$ cat config.mk
export PLATFORM = sky130hd
export DESIGN_NAME = reloadable_timer_16bit
export DESIGN_NICKNAME = d
export VERILOG_FILES = /design/src/design/reload_timer_core.v /design/src/design/reloadable_timer_16bit.v
export VERILOG_INCLUDE_DIRS = /design/src /design/src/design
export SDC_FILE = /design/constraint.sdc
export NUM_CORES = 1
export LEC_CHECK = 0
export BUFFER_PORTS_ARGS = -buffer_cell sky130_fd_sc_hd__buf_4
export CAP_MARGIN = 30
export CORE_MARGIN = 2
export CORE_UTILIZATION = 50
export CTS_CLUSTER_SIZE = 40
export DETAILED_ROUTE_END_ITERATION = 12
export GPL_ROUTABILITY_DRIVEN = 0
export PLACE_DENSITY = 0.72
export SLEW_MARGIN = 0
export SYNTH_ARGS = -nofsm -noshare
export SYNTH_HDL_FRONTEND = slang
export SYNTH_HIERARCHICAL = 1
export SYNTH_SLANG_ARGS = --single-unit
$ cat constraint.sdc
create_clock -name ref_clk -period 3.7 [get_ports ref_clk]
set_clock_uncertainty 0.05 [all_clocks]
set_input_delay 0.37 -clock ref_clk [delete_from_list [all_inputs] [get_ports ref_clk]]
set_output_delay 0.37 -clock ref_clk [all_outputs]
set_load 0.02 [all_outputs]
$ cat src/design/timer_map.vh
`ifndef TIMER_MAP_VH
`define TIMER_MAP_VH
// ----------------------------------------
// Register byte addresses, per timer block
// ----------------------------------------
`define CTL_OFS        4'h0
`define COUNT_OFS      4'h4
`define RELOAD_OFS     4'h8
`define STAT_OFS       4'hc
`define TIMER1_BASE    5'h10
// ----------------------------------------
// Control register fields
// ----------------------------------------
`define CTL_EN_BIT     7
`define CTL_POL_BIT    6
`define CTL_PRE_LSB    3
`define CTL_PRE_MSB    5
`define CTL_MODE_LSB   0
`define CTL_MODE_MSB   1
`define CTL_OUTEN_BIT  8
`define CTL_RESET      9'h000
`define MODE_ONESHOT   2'h0
`define MODE_CONT      2'h1
`define MODE_COUNTER   2'h2
// ----------------------------------------
// Reset and reload values
// ----------------------------------------
`define COUNT_RESET    16'h0000
`define RELOAD_RESET   16'h0000
`define COUNT_RESTART  16'h0001
`define PRE_RESET      7'h00
`endif

$ cat src/design/reload_timer_core.v
`timescale 1ns/1ps
`include "timer_map.vh"
module reload_timer_core
(
	input  wire        ref_clk,
	input  wire        rst,
	input  wire [8:0]  ctl_wdata,
	input  wire        ctl_we,
	input  wire [15:0] count_wdata,
	input  wire        count_we,
	input  wire [15:0] reload_wdata,
	input  wire        reload_we,
	input  wire        timer_in,
	output reg  [8:0]  ctl_r,
	output reg  [15:0] count_r,
	output reg  [15:0] reload_r,
	output reg         timer_out,
	output reg         reload_pulse
);
	reg  [6:0] pre_cnt_r;
	reg        in_prev_r;
	reg        out_level_r;
	wire [1:0] mode    = ctl_r[`CTL_MODE_MSB:`CTL_MODE_LSB];
	wire [2:0] pre_sel = ctl_r[`CTL_PRE_MSB:`CTL_PRE_LSB];
	wire       pol     = ctl_r[`CTL_POL_BIT];
	wire       en      = ctl_r[`CTL_EN_BIT];
	wire       outen   = ctl_r[`CTL_OUTEN_BIT];
	wire [6:0] pre_max = (7'h01 << pre_sel) - 7'h01;
	wire       pre_tick = (pre_cnt_r == pre_max);
	wire       edge_in = pol ? (timer_in & ~in_prev_r) : (~timer_in & in_prev_r);
	wire       tick = en & ((mode == `MODE_COUNTER) ? edge_in : pre_tick);
	wire [15:0] inc = count_r + 16'h0001;
	wire       hit = tick & (count_r == reload_r);
	// ----------------------------------------
	// Prescaler, counter and reload
	// ----------------------------------------
	always @(posedge ref_clk)
	begin
		if (rst)
		begin
			ctl_r <= `CTL_RESET;
			count_r <= `COUNT_RESET;
			reload_r <= `RELOAD_RESET;
			pre_cnt_r <= `PRE_RESET;
			in_prev_r <= 1'b0;
			out_level_r <= 1'b0;
			timer_out <= 1'b0;
			reload_pulse <= 1'b0;
		end
		else
		begin
			in_prev_r <= timer_in;
			reload_pulse <= hit;
			if (!en || mode == `MODE_COUNTER || pre_tick)
				pre_cnt_r <= `PRE_RESET;
			else
				pre_cnt_r <= pre_cnt_r + 7'h01;
			if (ctl_we)
				ctl_r <= ctl_wdata;
			if (count_we)
				count_r <= count_wdata;
			else if (hit)
			begin
				count_r <= `COUNT_RESTART;
				if (mode == `MODE_ONESHOT)
					ctl_r[`CTL_EN_BIT] <= 1'b0;
			end
			else if (tick)
				count_r <= inc;
			if (reload_we)
				reload_r <= reload_wdata;
			// Software level load wins over a reload in the same cycle
			if (ctl_we && !ctl_wdata[`CTL_EN_BIT])
				out_level_r <= ctl_wdata[`CTL_POL_BIT];
			else if (hit && mode == `MODE_ONESHOT)
				out_level_r <= pol;
			else if (hit && outen)
				out_level_r <= ~out_level_r;
			if (hit && outen)
				timer_out <= ~out_level_r;
			else
				timer_out <= out_level_r;
		end
	end
endmodule

$ cat src/design/reloadable_timer_16bit.v
// The Avalon-MM slave port and the address map were decided locally.
`timescale 1ns/1ps
`include "timer_map.vh"
module reloadable_timer_16bit
(
	input  wire        ref_clk,
	input  wire        rst,
	input  wire [4:0]  address,
	input  wire        read,
	input  wire        write,
	input  wire [31:0] writedata,
	output reg  [31:0] readdata,
	output reg         waitrequest,
	input  wire [1:0]  timer_in,
	output reg  [1:0]  timer_out,
	output reg  [1:0]  reload_event
);
	reg         done_r;
	wire [8:0]  ctl_q    [0:1];
	wire [15:0] count_q  [0:1];
	wire [15:0] reload_q [0:1];
	wire [1:0]  out_w;
	wire [1:0]  ev_w;
	wire        sel = address[4];
	wire [3:0]  ofs = address[3:0];
	wire        acc = (read | write) & ~done_r;
	// Write lands at the edge that samples waitrequest low
	wire [1:0]  wr_sel = {sel, ~sel} & {2{write & ~waitrequest}};
	// ----------------------------------------
	// Timer instances
	// ----------------------------------------
	genvar g;
	generate
		for (g = 0; g < 2; g = g + 1)
		begin : tmr
			wire hit_me = wr_sel[g];
			reload_timer_core u_core
			(
				.ref_clk      (ref_clk),
				.rst          (rst),
				.ctl_wdata    (writedata[8:0]),
				.ctl_we       (hit_me & (ofs == `CTL_OFS)),
				.count_wdata  (writedata[15:0]),
				.count_we     (hit_me & (ofs == `COUNT_OFS)),
				.reload_wdata (writedata[15:0]),
				.reload_we    (hit_me & (ofs == `RELOAD_OFS)),
				.timer_in     (timer_in[g]),
				.ctl_r        (ctl_q[g]),
				.count_r      (count_q[g]),
				.reload_r     (reload_q[g]),
				.timer_out    (out_w[g]),
				.reload_pulse (ev_w[g])
			);
		end
	endgenerate
	// ----------------------------------------
	// Avalon slave, one wait state
	// ----------------------------------------
	reg [31:0] rd_nxt;
	always @*
	begin
		rd_nxt = 32'h00000000;
		case (ofs)
			`CTL_OFS:    rd_nxt = {23'h000000, ctl_q[sel]};
			`COUNT_OFS:  rd_nxt = {16'h0000, count_q[sel]};
			`RELOAD_OFS: rd_nxt = {16'h0000, reload_q[sel]};
			`STAT_OFS:   rd_nxt = {31'h00000000, ctl_q[sel][`CTL_EN_BIT]};
			default:     rd_nxt = 32'h00000000;
		endcase
	end
	always @(posedge ref_clk)
	begin
		if (rst)
		begin
			done_r <= 1'b0;
			readdata <= 32'h00000000;
			waitrequest <= 1'b1;
			timer_out <= 2'h0;
			reload_event <= 2'h0;
		end
		else
		begin
			done_r <= acc;
			waitrequest <= ~acc;
			if (acc && read)
				readdata <= rd_nxt;
			timer_out <= out_w;
			reload_event <= ev_w;
		end
	end
endmodule

==> run_results.csv, run 1 <==
group,metric,value,unit
status,status,"finished clean",
floorplan,boundaryPins,80,
timing,tightest_slew,0.877,ns
placement,place_area,0.00728,mm^2
logic_synthesis,yosys_warnings,6,
setup_path,endpoint_kind,"flip-flop",
setup_path,worstSetupStartpointType,"flip-flop",
clock_network,numCtsBuffers,17,
placement,port_buffers,47,
power_and_ir_drop,power_leakage,2.75,nW
logic_synthesis,synth_top_family_by_area,"simple AND/OR/NAND/NOR gates",
logic_synthesis,synth-simple-area-share,0.186,
logic_synthesis,yosysUniqueCellTypes,55,
logic_synthesis,yosysSeqAreaShare,0.365,
final_layout,num_antenna_cells,0,
drt,met1Wirelength,8370,um
drt,postRouteAntennaNets,0,
timing,maxSlewHeadroom,0.412,
hold_path,min_from,"read",
grt,grt_pass1_wl,29200,um
logic_synthesis,synth_mux_area_frac,0.134,
logic_synthesis,yosys.area.top_type_share,0.365,
setup_path,reg2reg_depth,8,
logic_synthesis,syn_inst,816,
final_layout,layout.nets,895,
setup_path,path_class,"reg -> reg",
grt,grt_max_degree,75,
setup_path,rr_startpoint,"tmr[0].u_core/count_r[0]",
final_layout,drive_above_1_share,0.130,
clock_network,clock-sinks,126,
logic_synthesis,syn_area,0.00690,mm^2
timing,setup_violations,0,
logic_synthesis,synth_edf_count,0,
setup_path,arrival,2.82,ns
drt,drt-total-wl,18200,um
setup_path,crit_path_top_delay_cell,"dfxtp_1",
drt,dr.pass1.iters,7,
grt,antenna_found_initial,0,
floorplan,rows,42,
clock_network,cts_setup_buffers,0,
timing,slew_viol_final,0,
placement,dp.final_hpwl,12500,um
clock_network,cts_hold_buf,0,
clock_network,cts_root_buf,"clkbuf_16",
hold_path,hold_depth,2,
logic_synthesis,syn_area_per_cell,8.46,um^2
setup_path,max_stage_delay,0.49,ns
grt,grtUsageTotal,0.256,
final_layout,areaGrowthSynthToFinish,13.9,%
setup_path,crit_fanout,6,
hold_path,hold_path_class,"in -> reg",
drt,highest_layer,"met4",
setup_path,critPathBufInv,0,
floorplan,start_util,0.517,
final_layout,final_area,0.00786,mm^2
floorplan,coreArea,0.0133,mm^2
logic_synthesis,yosys_register_bits,126,
timing,rsz0062_at_grt,"no",
logic_synthesis,ys_top_cells_by_area,"dfxtp_1 (37%), mux2i_1 (13%), xnor2_1 (6.9%)",
placement,pre_cts_slack,1.04,ns
drt,viasPerCell,5.77,
drt,met2WireLength,8380,um
setup_path,r2r_setup_slack,1.17,ns
logic_synthesis,synthAdderAreaFrac,0.00725,
logic_synthesis,synth_ff_type,"dfxtp_1",
setup_path,required,3.98,ns
setup_path,crit_chain,"ha_1 > and3_1 > and3_1 > nand3_1 > or2_2 > a2111oi_4 > a21oi_2 > a221oi_2",
hold_path,min_to,"waitrequest",
grt,grt-ovfl-total,0,
logic_synthesis,synth_compound_area_frac,0.160,
clock_network,htree_num_levels,4,
floorplan,dieArea,0.0148,mm^2
drt,wl_per_cell,17.6,um
timing,finalHoldViolCount,0,
clock_network,cts_resized,0,
floorplan,fp.dieW,122,um
drt,route.met3.wl,1210,um
power_and_ir_drop,power_density,403,mW/mm^2
timing,fmax,0.395,GHz
setup_path,r2r-end,"tmr[0].u_core/count_r[10]",
clock_network,cts_tree,"done",
timing,period_share,0.685,
clock_network,clkLatencyLatePin,0.42,ns
drt,drc,0,
timing,timing.final.ws_setup,1.17,ns
timing,finalSetupTns,0,ns
floorplan,die_y,122,um
power_and_ir_drop,ir_drop,432,uV
flow_run,drv_cap,0,
logic_synthesis,synthArstFlopShare,0,
grt,grt_pass1_vias,5480,
drt,drtIter0Drc,528,
clock_network,cts_buffer_depth,2,
drt,vias,5974,
logic_synthesis,synth-xor-area-share,0.0710,
setup_path,crit_family,"simple AND/OR/NAND/NOR gates",
logic_synthesis,synth_area_leader_cell,"dfxtp_1",
setup_path,cpMostUsedCell,"and3_1",
timing,min_period,2.53,ns
clock_network,clk_pin_slew,0.06,ns
flip-flops by register name, summed over array words and instances (netlist names):
register / cells
readdata: 16
tmr.u_core/pre_cnt_r: 14
tmr.u_core/out_level_r: 2
timer_out: 2
tmr.u_core/reload_r: 32
reload_event: 2
tmr.u_core/ctl_r: 18
done_r: 1
tmr.u_core/count_r: 32
waitrequest: 1
tmr.u_core/in_prev_r: 2
tmr.u_core/reload_pulse: 2
tmr.u_core/timer_out: 2
cell usage after synthesis (all sizes together), types with 13 or more instances:
master and count:
a221oi 16, nand2b 14, nor3 15, a31oi 16
inv 41, mux2i 90, dfxtp 126, o21ai 47
buf 35, a21oi 24, nor2 125, nand3 18
o22ai 17, xnor2 54, clkbuf 28, nand2 46
nor2b 13
report_power, final:
part	switching [mW]	total, mW	internal, mW
clock network	0.586	1.62	1.04
logic	0.118	0.173	0.0553
registers	0.00630	1.37	1.36
final cells by class:
| cell class | count | area (um^2) |
|---|---|---|
| repair buffers | 61 | 458 |
| inverters | 41 | 154 |
| flip-flops and latches | 126 | 2520 |
| fillers | 1238 | 5480 |
| well taps | 176 | 220 |
| multi-input cells | 601 | 3930 |
| clock buffers | 25 | 526 |
| clock inverters | 6 | 55.1 |
cell families after synthesis:
logic type	after synthesis
adder cells (fa/ha/maj)	4
AO/OA/AOI/OAI	158
multiplexers	91
AND/OR/NAND/NOR	276
flip-flops	126
buffers and inverters	104
XOR/XNOR	56
other	1
cells in the final DEF (no fill, tap or decap), types with 16 or more instances in the layout:
cell type,instances
o22ai_1,17
nand2_1,46
nand3_1,18
mux2i_1,90
inv_1,41
clkbuf_16,17
buf_4,61
a31oi_1,16
o21ai_0,35
nor2_1,123
conb_1,16
dfxtp_1,126
a21oi_1,20
xnor2_1,54
metrics by stage:
stage                     power (mW)  cells  hold slack, ns  utilization
after floorplan                 1.51    831           0.364            -
after global placement          1.57   1005           0.370        0.546
after detailed placement        1.57   1005           0.375        0.546
after CTS                       3.18   1036           0.116        0.589
after global routing            3.26   1036           0.145        0.589
final                           3.17   1036           0.129        0.589
worst max path at each step:
stage                              from                    endpoint  slack (ns)  depth (start not counted)
2_1_floorplan                address[4]  tmr[0].u_core/reload_r[10]        1.13                          8
3_3_place_gp                 address[3]   tmr[1].u_core/count_r[15]        1.04                          8
3_5_place_dp                 address[3]   tmr[0].u_core/count_r[11]        1.04                          7
4_1_cts        tmr[0].u_core/count_r[0]   tmr[0].u_core/count_r[10]        1.18                          8
5_1_grt        tmr[0].u_core/count_r[0]   tmr[0].u_core/count_r[10]        1.02                          8
6_report       tmr[0].u_core/count_r[0]   tmr[0].u_core/count_r[10]        1.17                          8
metal layers:
metal	vias up	track usage
li1	2893	-
met1	2815	0.349
met2	241	0.402
met3	25	0.0597
met4	0	0.0797
met5	-	0
Note: power is estimated with default switching activity, not from simulation.
==> run 2, diff against run 1 <==
--- a/config.mk
+++ b/config.mk
@@ -13,7 +13,7 @@
 export CTS_CLUSTER_SIZE = 40
 export DETAILED_ROUTE_END_ITERATION = 12
 export GPL_ROUTABILITY_DRIVEN = 0
-export PLACE_DENSITY = 0.72
+export PLACE_DENSITY = 0.75
 export SLEW_MARGIN = 0
 export SYNTH_ARGS = -nofsm -noshare
 export SYNTH_HDL_FRONTEND = slang
==> constraint.sdc (replaced) <==
create_clock -name ref_clk -period 2.1 [get_ports ref_clk]
set_clock_uncertainty 0.05 [all_clocks]
set_input_delay 0.21 -clock ref_clk [delete_from_list [all_inputs] [get_ports ref_clk]]
set_output_delay 0.21 -clock ref_clk [all_outputs]
set_load 0.02 [all_outputs]
==> run 2 against run 1 <==
  * The run now ends with setup timing left
  * Die area is the same
  * Clock power grew 100%
  * Maximum frequency grew 12%
  * Flip-flop and latch count is the same
  * Non-clock buffer count grew 111
  * Cell area grew 17%
  * Setup slack lost 1.3 ns
  * Via count grew 12%
  * Sequential power grew 76%
  * First-iteration DRC count grew 44%
  * Highest routed layer unchanged
==> run_results.csv, run 2 (synthesis gave the netlist of run 1 again) <==
group,metric,value,unit
drt,drt-total-wl,22100,um
grt,grt_max_degree,46,
floorplan,boundaryPins,80,
floorplan,coreArea,0.0133,mm^2
clock_network,clkLatencyLatePin,0.44,ns
flow_run,drv_cap,0,
setup_path,reg2reg_depth,10,
placement,pre_cts_slack,-0.158,ns
drt,vias,6681,
timing,timing.final.ws_setup,-0.156,ns
clock_network,clk_pin_slew,0.06,ns
setup_path,worstSetupStartpointType,"flip-flop",
drt,viasPerCell,5.82,
timing,slew_viol_final,0,
clock_network,htree_num_levels,4,
hold_path,hold_depth,3,
setup_path,path_class,"reg -> reg",
power_and_ir_drop,p_total,6.08,mW
drt,wl_per_cell,19.2,um
setup_path,endpoint_kind,"flip-flop",
drt,postRouteAntennaNets,0,
placement,dp_cells,1082,
grt,antenna_found_initial,0,
final_layout,final_cell_mix,"buf_4 (150), nor2_1 (120), dfxtp_1 (112)",
setup_path,crit_fanout,7,
timing,setup_violations,26,
setup_path,required,2.39,ns
final_layout,layout.nets,1006,
drt,drc,0,
clock_network,cts_buffer_depth,2,
status,status,"finished with violations",
drt,drtIter0Drc,761,
drt,dr.pass1.iters,7,
hold_path,hold_path_class,"in -> reg",
floorplan,die_y,122,um
grt,grtUsageTotal,0.287,
timing,finalHoldViolCount,0,
floorplan,start_util,0.517,
timing,period_share,1.07,
final_layout,final_common_cell,"buf_4",
grt,grt-ovfl-total,0,
floorplan,dieArea,0.0148,mm^2
setup_path,arrival,2.55,ns
placement,port_buffers,47,
final_layout,largestRegisters,"tmr.u_core/count_r: 32 flops, tmr.u_core/reload_r: 32 flops, tmr.u_core/ctl_r: 18 flops",
clock_network,cts_tree,"done",
final_layout,fillCellCount,980,
timing,min_period,2.26,ns
timing,finalSetupTns,-1.97,ns
clock_network,cts_root_buf,"clkbuf_16",
floorplan,rows,42,
placement,dp.final_hpwl,14000,um
timing,maxSlewHeadroom,0.565,
grt,grt_pass1_vias,6195,
grt,grt_pass1_wl,32300,um
final_layout,num_antenna_cells,0,
power_and_ir_drop,power_leakage,3.40,nW
final_layout,areaGrowthSynthToFinish,33.6,%
final_layout,drive_above_1_share,0.289,
power_and_ir_drop,power_density,659,mW/mm^2
final_layout,finalNonFillerCells,1148,
timing,tightest_slew,0.652,ns
clock_network,clock-sinks,126,
status,violations,"setup timing",
timing,rsz0062_at_grt,"yes",
power_and_ir_drop,ir_drop,494,uV
clock_network,numCtsBuffers,17,
floorplan,fp.dieW,122,um
timing,fmax,0.443,GHz
-- run 2: cell types whose count changed in the layout (fill, tap and decap cells not counted), sizes merged --
cell,previous run,this run
buf,61,163
dlygate4sd3,0,9
bufinv,1,5
clkbuf,25,21
clkinvlp,0,1
-- run 2: worst paths after layout --
| check | startpoint | slack (ns) | to |
|---|---|---|---|
| worst max-delay path | tmr[0].u_core/ctl_r[5] | -0.16 | tmr[0].u_core/count_r[2] |
| worst min-delay path | write | 0.03 | done_r |
| worst max register to register | tmr[0].u_core/ctl_r[5] | -0.16 | tmr[0].u_core/count_r[2] |
| worst min register to register | tmr[1].u_core/timer_out | 0.39 | timer_out[1] |
-- run 2: layout make-up --
class	instances	area (um^2)	area share
Clock buffer	21	470	0.0510
Clock inverter	11	186	0.0202
Inverter	41	154	0.0167
Multi-Input combinational cell	601	4260	0.462
Sequential cell	126	2550	0.276
Tap cell	176	220	0.0239
Timing Repair Buffer	172	1380	0.150
-- run 2: layer usage --
metal,vias up,global-route usage,wire (um)
li1,3119,-,-
met1,3157,0.350,9030
met2,331,0.487,10700
met3,74,0.0573,1570
met4,0,0.135,754
met5,-,0,0
-- run 2: critical path: stages (launching register included) --
cell      delay, ns
dfxtp_2        0.34
buf_4          0.16
nor2_4         0.08
o22ai_2        0.09
nor4_2         0.27
nand4_1        0.29
buf_6          0.24
a21oi_4        0.18
buf_12         0.14
a31oi_1        0.08
a221oi_1       0.24
-- run 2: report_power, final --
part           switching (mW)  internal, mW  total [mW]
clock                    1.10          2.19        3.29
sequential            0.00912          2.40        2.41
combinational           0.243         0.143       0.386
total                    1.35          4.73        6.08
-- run 2: timing repair --
action                                 4_1_cts  5_1_grt
hold buffers                                 9        0
cloned                                       1        1
setup endpoints to repair                   30       46
endpoints found under the hold margin       11        0
setup buffers                               15       11
pin swaps                                   22       38
gates resized for setup                     32       65
-- run 2: per-stage QoR --
stage	util	cell area, um^2	hold WS, ns
after floorplan	-	6980	0.232
after global placement	0.592	7900	0.368
after detailed placement	0.592	7900	0.376
after CTS	0.664	8870	0.00387
after global routing	0.691	9220	0.0323
final	0.691	9220	0.0274
